<file path="src/card_bridge_compat_control_params.svh">
// register offsets, field positions, reset values and timing counts of the compat control bank
`ifndef CARD_BRIDGE_COMPAT_CONTROL_PARAMS_SVH
`define CARD_BRIDGE_COMPAT_CONTROL_PARAMS_SVH

// register indices; the bus byte address is four times the index
`define RETRY_REG_IDX 10'h090
`define ROUTE_REG_IDX 10'h091
`define MODE_REG_IDX 10'h092
`define IRQ_STAT_IDX 10'h096
`define IRQ_MASK_IDX 10'h097

// reset values
`define RETRY_RESET 8'hC0
`define ROUTE_RESET 8'h00
`define MODE_RESET 8'h66
`define IRQ_MASK_RESET 3'h0

// retry timeout control and status fields
`define HOST_RETRY_EN_BIT 7
`define CB_RETRY_EN_BIT 6
`define CB_EXPIRED_BIT 3
`define HOST_EXPIRED_BIT 1

// socket routing control fields
`define RING_EN_BIT 7
`define ZV_TRI_BIT 6
`define SPARE_BIT 5
`define AUDIO_MUX_BIT 2
`define SPEAKER_EN_BIT 1
`define CARD_IRQ_BIT 0

// interrupt mode and power control fields
`define PWR_LOCK_BIT 7
`define LV_FORCE_BIT 6
`define DIAG_FIVE_BIT 5
`define TEST_HIGH_BIT 3
`define MODE_MSB 2
`define MODE_LSB 1
`define TEST_LOW_BIT 0

// interrupt status and mask fields
`define EV_HOST_BIT 0
`define EV_CB_BIT 1
`define EV_CARD_BIT 2

// retry timeout, in clock cycles
`define RETRY_TIMEOUT_CYCLES 32768
`define RETRY_CNT_W 16

`endif

</file>
<file path="src/card_bridge_compat_control_pkg.sv">
// types shared by the compat control bank and its bench
`include "card_bridge_compat_control_params.svh"
package card_bridge_compat_control_pkg;

	// interrupt signalling modes, in field encoding order
	typedef enum logic [1:0] {
		IRQ_PAR_PCI_ONLY,
		IRQ_PAR_LEGACY_PAR_PCI,
		IRQ_SER_LEGACY_PAR_PCI,
		IRQ_SER_ALL
	} irq_mode_t;

	// event inputs from the bridge core and the socket
	typedef struct packed {
		logic hostRetryIssued;   // pulse: host master was retried
		logic hostRetryDone;     // pulse: retried host master came back
		logic cardBusRetryIssued;
		logic cardBusRetryDone;
		logic cardFunctionIrq;   // pulse: card functional interrupt
	} card_events_t;

	// one retry timeout channel
	typedef struct packed {
		logic                      pending;
		logic                      expire;
		logic [`RETRY_CNT_W-1:0]   count;
	} retry_chan_t;

	// whole state of the bank
	typedef struct packed {
		logic        hostRetryEn;
		logic        cardBusRetryEn;
		logic        cardBusExpired;
		logic        hostExpired;
		logic        ringEn;
		logic        zvTristate;
		logic        spareBit;
		logic        audioMuxEn;
		logic        speakerEn;
		logic        cardIrqFlag;
		logic        powerLock;
		logic        lowVoltForce;
		logic        diagFive;
		logic        testHigh;
		irq_mode_t   irqMode;
		logic        testLow;
		logic [2:0]  irqStatus;
		logic [2:0]  irqMask;
		retry_chan_t hostChan;
		retry_chan_t cardBusChan;
		logic [7:0]  rdata;
		logic        slvErr;
		logic        ringPme;
		logic        ringMfunc;
		logic        audioPwm;
		logic        speakerOut;
		logic        speakerOe;
		logic        zvOe;
		logic        powerDownGo;
	} state_t;

endpackage : card_bridge_compat_control_pkg

</file>
<file path="src/card_bridge_compat_control_regs.sv">
// compat retry, socket routing and interrupt mode control bank with an APB slave
//
// The implementer's own choice: the APB interface to the registers.
`timescale 1ns/1ps
`include "card_bridge_compat_control_params.svh"

////////////////////////////////////////////////////////////////////////////////
// Summary of operation
// - unanswered retry for timeout sets expired flag
// - bit 7 enables host retry counter, reset one
// - bit 6 enables card bus counter, reset one
// - card bus expired flag, write one clears
// - host expired flag, write one clears
// - reserved bits read zero, ignore writes
// - ring enable gates ring output routing
// - zoomed video bit tristates video terminals
// - routing bit five is plain storage
// - audio mux bit routes card audio
// - speaker enable routes speaker, else undriven
// - card interrupt sets flag, write one clears
// - power lock blocks power down in D3
// - bit six forces low voltage capability
// - diagnostic bit five resets to one
// - bits two to one select interrupt mode
module card_bridge_compat_control_regs #(
	parameter int ADDR_W      = 12,                       // apb address width
	parameter int RETRY_LIMIT = `RETRY_TIMEOUT_CYCLES     // retry timeout in cycles
) (
	input  wire logic                                 clk,
	input  wire logic                                 rst_n,
	input  wire logic                                 psel,
	input  wire logic                                 penable,
	input  wire logic                                 pwrite,
	input  wire logic [ADDR_W-1:0]                    paddr,
	input  wire logic [31:0]                          pwdata,
	output logic      [31:0]                          prdata,
	output logic                                      pready,
	output logic                                      pslverr,
	input  wire card_bridge_compat_control_pkg::card_events_t events,
	input  wire logic                                 ringIndicate,
	input  wire logic                                 ringMuxSelect,
	input  wire logic                                 cardAudioSignal,
	input  wire logic                                 cardSpeakerSignal,
	input  wire logic                                 socketPowerDownReq,
	input  wire logic                                 controllerInD3,
	output logic                                      ringIndicateOutput,
	output logic                                      ringToMultifunction,
	output logic                                      audioPwmOutput,
	output logic                                      speakerOutputPin,
	output logic                                      speakerOutputOe,
	output logic                                      zoomedVideoOe,
	output logic                                      socketPowerDownGo,
	output logic                                      lowVoltageCapable,
	output card_bridge_compat_control_pkg::irq_mode_t irqSignallingMode,
	output logic                                      irq
);

	////////////////////////////////////////////////////////////////////////////////
	// helper functions

	// retry channel step; restarts on every new retry
	function automatic card_bridge_compat_control_pkg::retry_chan_t stepChan(
		input card_bridge_compat_control_pkg::retry_chan_t c,
		input logic en,
		input logic issued,
		input logic done,
		input logic [`RETRY_CNT_W-1:0] lastCount
	);
		card_bridge_compat_control_pkg::retry_chan_t n;
		n = c;
		n.expire = 1'b0;
		if (!en) begin
			// disabled counter forgets the pending retry
			n.pending = 1'b0;
			n.count = '0;
		end else if (issued) begin
			// each new retry starts a fresh count
			n.pending = 1'b1;
			n.count = '0;
		end else if (done) begin
			// master came back in time
			n.pending = 1'b0;
		end else if (c.pending) begin
			if (c.count == lastCount) begin
				// timeout reached without return
				n.expire = 1'b1;
				n.pending = 1'b0;
			end else begin
				n.count = c.count + 1'b1;
			end
		end
		return n;
	endfunction : stepChan

	// write of the retry register; flags clear on a one
	function automatic card_bridge_compat_control_pkg::state_t writeRetry(
		input card_bridge_compat_control_pkg::state_t s,
		input logic [7:0] b
	);
		card_bridge_compat_control_pkg::state_t n;
		n = s;
		n.hostRetryEn = b[`HOST_RETRY_EN_BIT];
		n.cardBusRetryEn = b[`CB_RETRY_EN_BIT];
		if (b[`CB_EXPIRED_BIT]) begin
			n.cardBusExpired = 1'b0;
		end
		if (b[`HOST_EXPIRED_BIT]) begin
			n.hostExpired = 1'b0;
		end
		return n;
	endfunction : writeRetry

	// write of the socket routing register
	function automatic card_bridge_compat_control_pkg::state_t writeRoute(
		input card_bridge_compat_control_pkg::state_t s,
		input logic [7:0] b
	);
		card_bridge_compat_control_pkg::state_t n;
		n = s;
		n.ringEn = b[`RING_EN_BIT];
		n.zvTristate = b[`ZV_TRI_BIT];
		n.spareBit = b[`SPARE_BIT];
		n.audioMuxEn = b[`AUDIO_MUX_BIT];
		n.speakerEn = b[`SPEAKER_EN_BIT];
		if (b[`CARD_IRQ_BIT]) begin
			n.cardIrqFlag = 1'b0;
		end
		return n;
	endfunction : writeRoute

	// write of the interrupt mode and power register
	function automatic card_bridge_compat_control_pkg::state_t writeMode(
		input card_bridge_compat_control_pkg::state_t s,
		input logic [7:0] b
	);
		card_bridge_compat_control_pkg::state_t n;
		n = s;
		n.powerLock = b[`PWR_LOCK_BIT];
		n.lowVoltForce = b[`LV_FORCE_BIT];
		n.diagFive = b[`DIAG_FIVE_BIT];
		n.testHigh = b[`TEST_HIGH_BIT];
		n.irqMode = card_bridge_compat_control_pkg::irq_mode_t'(b[`MODE_MSB:`MODE_LSB]);
		n.testLow = b[`TEST_LOW_BIT];
		return n;
	endfunction : writeMode

	// reset state built from the register reset bytes
	function automatic card_bridge_compat_control_pkg::state_t resetState();
		card_bridge_compat_control_pkg::state_t n;
		n = '0;
		n = writeRetry(n, `RETRY_RESET);
		n = writeRoute(n, `ROUTE_RESET);
		n = writeMode(n, `MODE_RESET);
		n.irqMask = `IRQ_MASK_RESET;
		n.zvOe = 1'b1;
		return n;
	endfunction : resetState

	// read decode; reserved bits stay zero
	function automatic logic [8:0] readReg(
		input card_bridge_compat_control_pkg::state_t s,
		input logic [ADDR_W-3:0] idx
	);
		logic [7:0] b;
		logic       hit;
		b = 8'h00;
		hit = 1'b1;
		case (idx)
			`RETRY_REG_IDX: begin
				b[`HOST_RETRY_EN_BIT] = s.hostRetryEn;
				b[`CB_RETRY_EN_BIT] = s.cardBusRetryEn;
				b[`CB_EXPIRED_BIT] = s.cardBusExpired;
				b[`HOST_EXPIRED_BIT] = s.hostExpired;
			end
			`ROUTE_REG_IDX: begin
				b[`RING_EN_BIT] = s.ringEn;
				b[`ZV_TRI_BIT] = s.zvTristate;
				b[`SPARE_BIT] = s.spareBit;
				b[`AUDIO_MUX_BIT] = s.audioMuxEn;
				b[`SPEAKER_EN_BIT] = s.speakerEn;
				b[`CARD_IRQ_BIT] = s.cardIrqFlag;
			end
			`MODE_REG_IDX: begin
				b[`PWR_LOCK_BIT] = s.powerLock;
				b[`LV_FORCE_BIT] = s.lowVoltForce;
				b[`DIAG_FIVE_BIT] = s.diagFive;
				b[`TEST_HIGH_BIT] = s.testHigh;
				b[`MODE_MSB:`MODE_LSB] = s.irqMode;
				b[`TEST_LOW_BIT] = s.testLow;
			end
			`IRQ_STAT_IDX: begin
				b[2:0] = s.irqStatus;
			end
			`IRQ_MASK_IDX: begin
				b[2:0] = s.irqMask;
			end
			default: begin
				// unmapped word answers with an error
				hit = 1'b0;
			end
		endcase
		return {hit, b};
	endfunction : readReg

	////////////////////////////////////////////////////////////////////////////////
	// reset release

	localparam card_bridge_compat_control_pkg::state_t STATE_RESET = resetState();
	localparam logic [`RETRY_CNT_W-1:0] LAST_COUNT = `RETRY_CNT_W'(RETRY_LIMIT - 1);

	logic [1:0] rstSync_q;   // release synchroniser
	logic       rstSyncN;    // synchronised active low reset

	// assert at once, release after two edges
	always_ff @(posedge clk or negedge rst_n) begin
		if (!rst_n) begin
			rstSync_q <= 2'h0;
		end else begin
			rstSync_q <= {rstSync_q[0], 1'b1};
		end
	end

	assign rstSyncN = rstSync_q[1];

	////////////////////////////////////////////////////////////////////////////////
	// next state

	card_bridge_compat_control_pkg::state_t state_q;   // all registered state
	card_bridge_compat_control_pkg::state_t state_d;   // its next value

	logic       setupPhase;  // apb setup cycle
	logic       accessWr;    // apb write taking effect
	logic       misaligned;  // byte address not word aligned
	logic [8:0] rdHit;       // read decode result

	assign setupPhase = psel && !penable;
	assign accessWr = psel && penable && pwrite;
	assign misaligned = |paddr[1:0];

	always_comb begin
		state_d = state_q;
		rdHit = readReg(state_q, paddr[ADDR_W-1:2]);

		// retry timeout channels
		state_d.hostChan = stepChan(state_q.hostChan, state_q.hostRetryEn,
			events.hostRetryIssued, events.hostRetryDone, LAST_COUNT);
		state_d.cardBusChan = stepChan(state_q.cardBusChan, state_q.cardBusRetryEn,
			events.cardBusRetryIssued, events.cardBusRetryDone, LAST_COUNT);

		// register writes land at the access edge; misaligned writes are dropped
		if (accessWr && !misaligned) begin
			case (paddr[ADDR_W-1:2])
				`RETRY_REG_IDX: begin
					state_d = writeRetry(state_d, pwdata[7:0]);
				end
				`ROUTE_REG_IDX: begin
					state_d = writeRoute(state_d, pwdata[7:0]);
				end
				`MODE_REG_IDX: begin
					state_d = writeMode(state_d, pwdata[7:0]);
				end
				`IRQ_STAT_IDX: begin
					state_d.irqStatus = state_q.irqStatus & ~pwdata[2:0];
				end
				`IRQ_MASK_IDX: begin
					state_d.irqMask = pwdata[2:0];
				end
				default: begin
					// unmapped: nothing stored
					state_d.irqMask = state_d.irqMask;
				end
			endcase
		end

		// hardware sets come after clears so an event is never lost
		if (state_d.hostChan.expire) begin
			state_d.hostExpired = 1'b1;
			state_d.irqStatus[`EV_HOST_BIT] = 1'b1;
		end
		if (state_d.cardBusChan.expire) begin
			state_d.cardBusExpired = 1'b1;
			state_d.irqStatus[`EV_CB_BIT] = 1'b1;
		end
		if (events.cardFunctionIrq) begin
			state_d.cardIrqFlag = 1'b1;
			state_d.irqStatus[`EV_CARD_BIT] = 1'b1;
		end

		// read data and error captured in the setup cycle
		if (setupPhase) begin
			state_d.rdata = rdHit[7:0];
			state_d.slvErr = !rdHit[8] || misaligned;
		end

		// ring routing; pme pin only when the system mux picks the ring
		state_d.ringPme = state_q.ringEn && ringIndicate && !ringMuxSelect;
		state_d.ringMfunc = state_q.ringEn && ringIndicate;

		// audio to the multifunction pwm terminal
		state_d.audioPwm = state_q.audioMuxEn && cardAudioSignal;

		// speaker pin is driven only while routed
		state_d.speakerOut = state_q.speakerEn && cardSpeakerSignal;
		state_d.speakerOe = state_q.speakerEn;

		// zoomed video terminals float while the bit is set
		state_d.zvOe = !state_q.zvTristate;

		// power down refused while locked and in D3
		state_d.powerDownGo = socketPowerDownReq &&
			!(state_q.powerLock && controllerInD3);
	end

	////////////////////////////////////////////////////////////////////////////////
	// state register

	// one register stage for the whole bank
	always_ff @(posedge clk or negedge rstSyncN) begin
		if (!rstSyncN) begin
			state_q <= STATE_RESET;
		end else begin
			state_q <= state_d;
		end
	end

	////////////////////////////////////////////////////////////////////////////////
	// outputs

	// zero wait state slave; error only shown in the access phase
	assign pready = 1'b1;
	assign pslverr = psel && penable && state_q.slvErr;
	assign prdata = {24'h000000, state_q.rdata};

	// routed socket signals, all from flip-flops
	assign ringIndicateOutput = state_q.ringPme;
	assign ringToMultifunction = state_q.ringMfunc;
	assign audioPwmOutput = state_q.audioPwm;
	assign speakerOutputPin = state_q.speakerOut;
	assign speakerOutputOe = state_q.speakerOe;
	assign zoomedVideoOe = state_q.zvOe;
	assign socketPowerDownGo = state_q.powerDownGo;

	// configuration seen by the rest of the bridge
	assign lowVoltageCapable = state_q.lowVoltForce;
	assign irqSignallingMode = state_q.irqMode;

	// level interrupt from unmasked sticky events
	assign irq = |(state_q.irqStatus & state_q.irqMask);

endmodule : card_bridge_compat_control_regs

</file>
<file path="config.mk">
export PLATFORM = sky130hd
export DESIGN_NAME = card_bridge_compat_control_regs
export DESIGN_NICKNAME = d
export VERILOG_FILES = /design/src/card_bridge_compat_control_pkg.sv /design/src/card_bridge_compat_control_regs.sv
export VERILOG_INCLUDE_DIRS = /design/src
export SDC_FILE = /design/constraint.sdc
export NUM_CORES = 1
export LEC_CHECK = 0
export BUFFER_PORTS_ARGS = -buffer_cell sky130_fd_sc_hd__buf_2
export CORE_MARGIN = 10
export CORE_UTILIZATION = 53
export DETAILED_ROUTE_END_ITERATION = 6
export GPL_TIMING_DRIVEN = 0
export PLACE_DENSITY = 0.88
export SKIP_CTS_REPAIR_TIMING = 1
export SYNTH_ARGS = -nofsm -noshare
export SYNTH_HDL_FRONTEND = slang
export SYNTH_SLANG_ARGS = --single-unit
</file>
<file path="constraint.sdc">
create_clock -name clk -period 2.9 [get_ports clk]
set_clock_uncertainty 0.1 [all_clocks]
set_input_delay 0.29 -clock clk [delete_from_list [all_inputs] [get_ports clk]]
set_output_delay 0.29 -clock clk [all_outputs]
set_load 0.02 [all_outputs]
</file>
Yosys cells after proc, flatten, opt, wreduce, memory -nomap -nowiden
Cells that the tools add are included.
Cells by class
  add/sub/neg operators: 2
  equal/unequal tests: 13
  multiplexer cells: 43
  bitwise gates (word level): 6
  reduce and logical (&&, ||, !) cells: 43
Operator list (number)
  $mux 16: 6
  $mux 73: 1
  $pmux 17 s3: 1
  $eq 10x8->1 const B: 5
  $mux 18: 2
  $mux 17: 2
  $add 16x1->16 const B: 2
  $eq 16x15->1 const B: 2
  $reduce_bool 2->1: 12
  $mux 1: 20
  $reduce_and 5->1: 3
  $ne 2x2->1 const B: 6
  $reduce_and 4->1: 3
  $logic_and 1x1->1: 11
  $mux 9: 1
  $pmux 1 s4: 2
  $reduce_and 2->1: 4
  $and 3x3->3: 2
  $logic_not 1->1: 6
  $mux 3: 2
  $pmux 2 s3: 1
  $pmux 1 s5: 1
  $reduce_or 5->1: 1
  $mux 2: 2
  other kinds (6): 9
Word-level totals
  register bits after elaboration: 75
  output and inout port bits: 45
  logic and storage cells: 141

Depth between registers and ports, before layout
Gate-level depths: netlist of the first run.
  depth in word-level cells: 9
  mapped depth: 6
  mapped depth without buffers: 5

Least setup slack after synthesis of the first run
Ideal clock, no wire load.
  kind: input-to-reg
  start: in paddr[11]
  end: reg state_q[52] in the netlist's numbering
  library setup time: 127 ps
  data arrival time: 1864 ps
  required time: 2673 ps
  path slack: 809 ps
  cell stages on the path: 5
  path buffers: 1
  cells stage by stage: or4b_4 -> nor4_2 -> buf_4 -> and4_4 -> mux2_1
On the way
  longest elaborated chain between the ends: 2
Ends and longest elaborated chain
  from (decl): line card_bridge_compat_control_regs.sv:34  | input wire logic [ADDR_W-1:0] paddr,
  $eq 10x8->1: line card_bridge_compat_control_regs.sv:252  | case (paddr[ADDR_W-1:2])
  $reduce_and 2->1 (no line)
  to (signal assigned): line card_bridge_compat_control_regs.sv:322  | state_q <= state_d;
  to (decl): line card_bridge_compat_control_regs.sv:228  | card_bridge_compat_control_pkg::state_t state_q;
No other way between the ends.
A chain may end at the register's enable or synchronous reset.

Final worst setup path of the first run
  start: reg state_q[34] in the netlist's numbering
  end: reg state_q[46] in the netlist's numbering
On the way
  longest elaborated chain between the ends: 7
Ends and longest elaborated chain
  $add 16x1->16 / $eq 16x15->1 (equally long branches): line card_bridge_compat_control_regs.sv:89, card_bridge_compat_control_regs.sv:84
  $mux 16 (*): line card_bridge_compat_control_regs.sv:84  | if (c.count == lastCount) begin
  $mux 18 (*): line card_bridge_compat_control_regs.sv:83  | end else if (c.pending) begin
  $mux 17 (*): line card_bridge_compat_control_regs.sv:80  | end else if (done) begin
  $mux 16 (*): line card_bridge_compat_control_regs.sv:76  | end else if (issued) begin
  $mux 16 (*): line card_bridge_compat_control_regs.sv:72  | if (!en) begin
  $mux 73 (*): line card_bridge_compat_control_regs.sv:251  | if (accessWr && !misaligned) begin
Mark *: on every way between the ends. The rest lies on a longest branch, timed or not. The select of a mux whose other input is x is not followed.

==> summary.txt, run 1 <==
Outcome -> complete, no violations
Initial antenna violation count -> 0
Worst Path Required -> 3.02 ns
Gr ovfl total -> 0
Reg-to-reg endpoint -> state_q[46]$_DFFE_PN0P_
Dpl hpwl -> 7055 µm
Register bit count reported by yosys -> 74
# clock sinks -> 74
Seq/Total Area, Yosys -> 0.4552
Minimum clock period -> 2.448 ns
CTS H-tree depth -> 3
Number of port buffers -> 52
Clock Tree Root -> clkbuf_8
Vias per inst -> 5.839
Iter 0 DRT Violations -> 229
Final setup violation count -> 0
Slew Limit Headroom -> 0.3878
Layout net count -> 555
Max IR drop VDD -> 0.3696 mV
Post-synth top area share -> 0.4102
Top post-synthesis cells by count -> dfrtp_1 (67), buf_4 (37), a21oi_1 (30), nand2_1 (28), nand3_1 (22)
# IOs -> 105
CP Class -> reg2reg
Post-route DRC -> 0
WHS Endpoint -> socketPowerDownGo$_DFF_PN0_
Most used DFF post-synth -> dfrtp_1
Grt peak-use layer -> met2
Core region area -> 0.007370 mm²
WHS Path Cells -> 2
Diodes inserted -> 0
Wirelength, routed -> 9729 µm
Syn_area_per_cell -> 10.14 µm²
R2r setup slk -> 0.45 ns
Chip Width -> 107.8 µm
Tightest Pin Transition -> 0.9183 ns
Max capacitance violation total -> 0
Via count -> 3486
Share of layout cells above drive strength 1 -> 0.2912
Post-Syn Instances -> 403
Final Hold Vio Count -> 0
Met1 Usage GRT -> 0.1942
ANT nets after route -> 0
GRT Overall Usage -> 0.1705
Reg2Reg Depth -> 6
Number of flops mapped to enable cells by yosys -> 0
WP data arrival -> 2.57 ns
Power Total -> 1.949 mW
Largest net degree at the start of global routing -> 73
Leak -> 2.133 nW
Clk_lat worst skew -> 0.36 ns
Cell Pwr Density -> 408.4 mW/mm²
Dominant cell type by area after synthesis -> dfrtp_1
GR met3 Demand/Resource -> 0.05509
Placement Cell Area -> 0.004569 mm²
Post-synthesis instance area -> 0.004088 mm²
Total CTS buffers -> 9
Most common cell in the netlist -> dfrtp_1
Hold_sp -> controllerInD3
First-pass GRT wire length -> 16340 µm
HP Class -> in2reg
Yosys warnings -> 0
Die Y -> 107.8 µm
Critical R2R Launch -> state_q[34]$_DFFE_PN0P_
Cell Count Post-Placement -> 579
Reg clk slew, reported paths -> 0.08 ns
Synth top area cells -> dfrtp_1 (41%), buf_4 (6.8%), dfstp_2 (4.5%)
Crit-path max FO -> 10
Share of flip-flops with an asynchronous set or reset -> 1.000
Initial Util -> 0.5547
Drt pass-1 iters -> 5
Routability Congestion -> 0.8889
Vias in the first global route -> 3496
Full die area -> 0.01163 mm²
F_max -> 0.4084 GHz
Final Instance Area -> 0.004772 mm²
Final Non-Filler Cells -> 597
Final hold slack -> 0.01062 ns
Met2 usage -> 0.2888
Period utilization -> 0.8443
P&R area growth vs syn -> 16.74%
Count of different cell masters after synthesis -> 65
Bufs on Longest Clock Path -> 2
Final-report max-slew violation count -> 0
Total number of placement rows -> 31
RSZ-0062 raised after global routing -> false
CTS tree -> yes
CP Capture Type -> flop
DR WL/cell -> 16.30 µm
Worst Setup Start Kind -> flop
[worst max-delay path, cell delays in order, from the launching register on]
cell and delay, ns:
dfrtp_1 0.43, ha_1 0.35, and3_1 0.20, clkbuf_1 0.33
nand2_1 0.29, a2111oi_0 0.48, a211oi_1 0.14
[registers in the layout, indices dropped and copies added (netlist names), 2 cells and up]
signal	cells
irqSignallingMode	2
state_q	54
prdata	7
rstSync_q	2
[cell families (layout without fill, tap and decap cells)]
family          Yosys count  after routing  share of synthesized area
mux                      28             28                    0.07989
flops                    74             74                     0.4552
simple gates            150            150                     0.2225
buf+inv                  59            129                    0.09305
other cells               2             27                   0.001837
compound gates           88             88                     0.1414
fa+ha+maj                 2              2                   0.006121
[area by class of cell]
type                       count  area [µm²]
fill                         594        2597
multi-input combinational    295        1941
sequential                    74        1864
buffer                        53       357.8
timing repair buffer          54       280.3
clock buffer                   9       123.9
tap                           99       123.9
clock inverter                 7       58.81
inverter                       6       22.52
[cell usage in the layout, fill, tap and decap left out, types with 6 or more instances in the layout]
master | synthesis | routed
dfrtp_1 | 67 | 66
buf_2 | 4 | 56
buf_4 | 37 | 37
a21oi_1 | 30 | 30
nand2_1 | 28 | 28
conb_1 | 2 | 27
nand3_1 | 22 | 22
o31ai_1 | 16 | 16
mux2i_1 | 12 | 12
o21ai_0 | 11 | 11
nand2b_1 | 10 | 10
nor2_1 | 10 | 10
or4_1 | 10 | 10
nand4_1 | 9 | 9
nor3_1 | 9 | 9
clkbuf_8 | 0 | 9
clkbuf_1 | 7 | 7
mux2_4 | 7 | 7
dfstp_2 | 7 | 7
inv_1 | 6 | 6
nor2b_1 | 6 | 6
a211oi_1 | 6 | 6
or3_1 | 6 | 6
[where the power goes]
group | internal (mW) | leakage, nW | switching [mW] | total (mW)
sequential | 1.03 | 0.980 | 0.0194 | 1.05
clock | 0.327 | 0.0929 | 0.442 | 0.769
combinational | 0.0546 | 1.06 | 0.0719 | 0.127
total | 1.42 | 2.13 | 0.533 | 1.95
[per-stage QoR]
stage | TNS, ns | worst slack, ns | util
2_1_floorplan | 0 | 0.5988 | -
5_1_grt | 0 | 0.3526 | 0.6475
4_1_cts | 0 | 0.5248 | 0.6448
6_report | 0 | 0.4517 | 0.6475
3_3_place_gp | -8.257 | -0.1310 | 0.6195
3_5_place_dp | 0 | 0.5492 | 0.6200
[layer usage]
layer	wire length (µm)	part of all wire
met4	172	0.018
met2	4741	0.49
met5	0	0
met3	861	0.088
met1	3954	0.41
[how the worst max path moves through the flow]
stage / slack (ns) / from / to
after floorplan: 0.60 / rstSync_q[1]$_DFF_PN0_ / audioPwmOutput$_DFF_PN0_
after global placement: -0.13 / rstSync_q[1]$_DFF_PN0_ / state_q[20]$_DFFE_PN0P_
after detailed placement: 0.55 / state_q[34]$_DFFE_PN0P_ / state_q[46]$_DFFE_PN0P_
after CTS: 0.52 / state_q[34]$_DFFE_PN0P_ / state_q[46]$_DFFE_PN0P_
after global routing: 0.35 / state_q[34]$_DFFE_PN0P_ / state_q[46]$_DFFE_PN0P_
final: 0.45 / state_q[34]$_DFFE_PN0P_ / state_q[46]$_DFFE_PN0P_
Note: power is estimated with default switching activity, not from simulation.
==> run 2, diff against run 1 <==
--- a/config.mk
+++ b/config.mk
@@ -6,12 +6,13 @@
 export SDC_FILE = /design/constraint.sdc
 export NUM_CORES = 1
 export LEC_CHECK = 0
+export ABC_AREA = 1
 export BUFFER_PORTS_ARGS = -buffer_cell sky130_fd_sc_hd__buf_2
 export CORE_MARGIN = 10
-export CORE_UTILIZATION = 53
+export CORE_UTILIZATION = 49
 export DETAILED_ROUTE_END_ITERATION = 6
 export GPL_TIMING_DRIVEN = 0
-export PLACE_DENSITY = 0.88
+export PLACE_DENSITY = 0.85
 export SKIP_CTS_REPAIR_TIMING = 1
 export SYNTH_ARGS = -nofsm -noshare
 export SYNTH_HDL_FRONTEND = slang
==> constraint.sdc (replaced) <==
create_clock -name clk -period 2.2 [get_ports clk]
set_clock_uncertainty 0.1 [all_clocks]
set_input_delay 0.22 -clock clk [delete_from_list [all_inputs] [get_ports clk]]
set_output_delay 0.22 -clock clk [all_outputs]
set_load 0.02 [all_outputs]
==> run 2 against run 1 <==
  * The run now ends with negative hold slack left
  * Synthesized cell count increased by 43%
  * Cell count grew 31%
  * Power grew 46%
  * Count of clock-buffer cells in the layout grew 1
  * Sequential cell count stayed put
  * Non-clock buffer count down 5
  * Die area is 12% higher
  * Cell area grew 6.8%
  * Combinational power increased by 140%
  * Sequential share of layout area is 2.5 points lower
==> summary.txt, run 2 <==
Reg clk slew, reported paths -> 0.09 ns (was 0.08 ns)
Share of flip-flops with an asynchronous set or reset -> 1.000 (unchanged)
Worst Setup Start Kind -> flop (unchanged)
Final Hold Vio Count -> 4 (was 0)
HP Class -> in2reg (unchanged)
Hold_sp -> ringIndicate (was controllerInD3)
Comb power frac -> 0.106 (was 0.065)
Dominant cell type by area after synthesis -> dfrtp_1 (unchanged)
Met2 usage -> 0.2612 (was 0.2888)
Critical R2R Launch -> state_q[16]$_DFFE_PN0P_ (was state_q[34]$_DFFE_PN0P_)
Seq/Total Area, Yosys -> 0.4298 (was 0.4552)
ANT nets after route -> 0 (unchanged)
Worst Path Required -> 2.38 ns (was 3.02 ns)
Initial antenna violation count -> 2 (was 0)
Top post-synthesis cells by count -> nand2_1 (145), nand3_1 (74), inv_1 (71), dfrtp_1 (67), nor2_1 (46) (was dfrtp_1 (67), buf_4 (37), a21oi_1 (30), nand2_1 (28), nand3_1 (22))
Failing checks -> negative hold slack
Iter 0 DRT Violations -> 386 (was 229)
Core region area -> 0.008678 mm² (was 0.007370 mm²)
Vias per inst -> 5.015 (was 5.839)
Reg power frac -> 0.502 (was 0.541)
Routability Congestion -> 0.8941 (was 0.8889)
Wirelength, routed -> 10480 µm (was 9729 µm)
Final-report max-slew violation count -> 0 (unchanged)
Share of layout cells above drive strength 1 -> 0.2322 (was 0.2912)
DR WL/cell -> 13.35 µm (was 16.30 µm)
Tightest Pin Transition -> 0.9322 ns (was 0.9183 ns)
Most common cell in the netlist -> nand2_1 (was dfrtp_1)
# clock sinks -> 74 (unchanged)
WP data arrival -> 1.98 ns (was 2.57 ns)
Post-Syn Instances -> 577 (was 403)
Switching fraction of total power -> 0.2730 (was 0.2736)
Max capacitance violation total -> 0 (unchanged)
R2r setup slk -> 0.41 ns (was 0.45 ns)
Power Internal -> 2.076 mW (was 1.416 mW)
Largest net degree at the start of global routing -> 73 (unchanged)
Reg with most FFs -> state_q (unchanged)
Number of port buffers -> 52 (unchanged)
Period utilization -> 0.8156 (was 0.8443)
Sw power -> 0.7795 mW (was 0.5332 mW)
Most used DFF post-synth -> dfrtp_1 (unchanged)
CTS H-tree depth -> 3 (unchanged)
Dpl hpwl -> 7905 µm (was 7055 µm)
GR met3 Demand/Resource -> 0.05092 (was 0.05509)
# IOs -> 105 (unchanged)
Power share of the clock group -> 0.392 (was 0.395)
Crit-path max FO -> 10 (unchanged)
Register bit count reported by yosys -> 74 (unchanged)
Met1 Usage GRT -> 0.1904 (was 0.1942)
P&R area growth vs syn -> 17.69% (was 16.74%)
Mux cell area share after synthesis -> 0 (was 0.07989)
GRT Overall Usage -> 0.1625 (was 0.1705)
Leading cell type in the layout, fill and taps excluded -> nand2_1 (was dfrtp_1)
CP Class -> reg2reg (unchanged)
Full die area -> 0.01299 mm² (was 0.01163 mm²)
Slew Limit Headroom -> 0.3785 (was 0.3878)
Power Total -> 2.855 mW (was 1.949 mW)
Number of flops mapped to enable cells by yosys -> 0 (unchanged)
Die Y -> 114.0 µm (was 107.8 µm)
Chip Width -> 114.0 µm (was 107.8 µm)
Post-route DRC -> 0 (unchanged)
Adder-cell area share of the yosys netlist -> 0.005780 (was 0.006122)
Post-synthesis xor/xnor area fraction -> 0.01416 (was 0)
Compound-Gate Fraction of Synth Area -> 0.06445 (was 0.1414)
Max FFs per register -> 54 (unchanged)
Via count -> 3937 (was 3486)
Max IR drop VDD -> 0.2761 mV (was 0.3696 mV)
Clk_lat worst skew -> 0.36 ns (about the same)
RSZ-0062 raised after global routing -> false (unchanged)
Post-synth top area share -> 0.3873 (was 0.4102)
Vias in the first global route -> 3890 (was 3496)
Total CTS buffers -> 9 (unchanged)
Post-synthesis simple-gate area fraction -> 0.3448 (was 0.2225)
Count of different cell masters after synthesis -> 32 (was 65)
Final hold slack -> -0.01883 ns (was 0.01062 ns)
Minimum clock period -> 1.794 ns (was 2.448 ns)
Setup TNS -> 0 ns (unchanged)
CP Capture Type -> flop (unchanged)
Outcome -> complete, but fails checks (was complete, no violations)
Clock Tree Root -> clkbuf_8 (unchanged)
Gr ovfl total -> 0 (unchanged)
F_max -> 0.5573 GHz (was 0.4084 GHz)
First-pass GRT wire length -> 17660 µm (was 16340 µm)
Total number of placement rows -> 34 (was 31)
Initial Util -> 0.4988 (was 0.5547)
Bufs on Longest Clock Path -> 2 (unchanged)
Post-synthesis instance area -> 0.004329 mm² (was 0.004088 mm²)
Final setup violation count -> 0 (unchanged)
Leak -> 2.630 nW (was 2.133 nW)
CP startpoint -> state_q[16]$_DFFE_PN0P_ (was state_q[34]$_DFFE_PN0P_)
Drt pass-1 iters -> 7 (was 5)
Syn_area_per_cell -> 7.503 µm² (was 10.14 µm²)
Largest family of logic cells by synthesized area -> simple AND/OR/NAND/NOR gates (unchanged)
Synth top area cells -> dfrtp_1 (39%), nand2_1 (13%), nand3_1 (8.6%) (was dfrtp_1 (41%), buf_4 (6.8%), dfstp_2 (4.5%))
Commonest cells after routing, fill and taps aside -> nand2_1 (145), nand3_1 (74), inv_1 (71) (was dfrtp_1 (66), buf_2 (56), buf_4 (37))
Layout net count -> 733 (was 555)
CTS tree -> yes (unchanged)
Yosys warnings -> 0 (unchanged)
Cell Pwr Density -> 560.4 mW/mm² (was 408.4 mW/mm²)
Grt peak-use layer -> met2 (unchanged)
[run 2: changes by cell type in the layout (fill, tap and decap cells not counted), moves of 12 or more]
cell / previous run / this run
nand3_1: 22 / 74
nor2_1: 10 / 46
a21oi_1: 30 / 3
inv_1: 6 / 71
o21ai_0: 11 / 26
o31ai_1: 16 / 0
mux2i_1: 12 / 0
nor2_2: 0 / 12
nand2_1: 28 / 145
[run 2: per-layer routing]
layer  up-vias  wire [µm]
li1       1965          -
met1      1787       4284
met2       154       4924
met3        29        958
met4         2        299
met5         -         10
[run 2: path summary, 6_finish.rpt]
path,cells past startpoint,end
worst max-delay path,9,state_q[21]$_DFFE_PN0P_
worst min-delay path,3,ringToMultifunction$_DFF_PN0_
worst max register to register,9,state_q[21]$_DFFE_PN0P_
worst min register to register,0,rstSync_q[1]$_DFF_PN0_
max in group asynchronous,0,state_q[36]$_DFFE_PN0P_
min in group asynchronous,2,rstSync_q[0]$_DFF_PN0_
[run 2: power groups by stage]
stage / combinational, mW / sequential (mW) / clock, mW
floorplan: 0.212 / 1.45 / 0
global placement: 0.282 / 1.46 / 0
detailed placement: 0.289 / 1.46 / 0
CTS: 0.291 / 1.44 / 1.14
global route: 0.335 / 1.44 / 1.20
finish: 0.302 / 1.43 / 1.12
[run 2: area by class of cell]
cell class                 instances  area [µm²]
multi-input combinational        411        1959
clock buffer                      10       137.6
sequential                        74        1864
timing repair buffer              58       320.3
clock inverter                     6       72.57
fill                             798        3583
buffer                            44       329.1
inverter                          73       274.0
antenna                            1       2.502
tap                              108       135.1
[run 2: worst max-delay path, cell delays in order, from the launching register on]
cell and delay (ns):
dfrtp_1 0.41, ha_1 0.21, nand2_1 0.13, nor2_4 0.05, nand3_1 0.12, nor2_2 0.05
nor2_1 0.30, buf_6 0.20, nand2_1 0.07, o21ai_1 0.08
[run 2: cell families after synthesis]
kind of cell	after synthesis
XOR/XNOR	7
buffers and inverters	117
adder cells (fa/ha/maj)	2
other	2
AO/OA/AOI/OAI	50
flip-flops	74
AND/OR/NAND/NOR	325
[run 2: stage by stage]
step                hold WS [ns]  instances    util  area, µm²  setup slack [ns]
floorplan                -0.1756        602       -       4424            0.6454
global placement        -0.09442        762  0.5554       4820            0.4231
detailed placement      -0.08990        762  0.5557       4822            0.4260
CTS                      -0.4696        778  0.5799       5032            0.4283
global route            0.006150        784  0.5868       5092            0.1953
finish                  -0.01883        785  0.5871       5095            0.4057
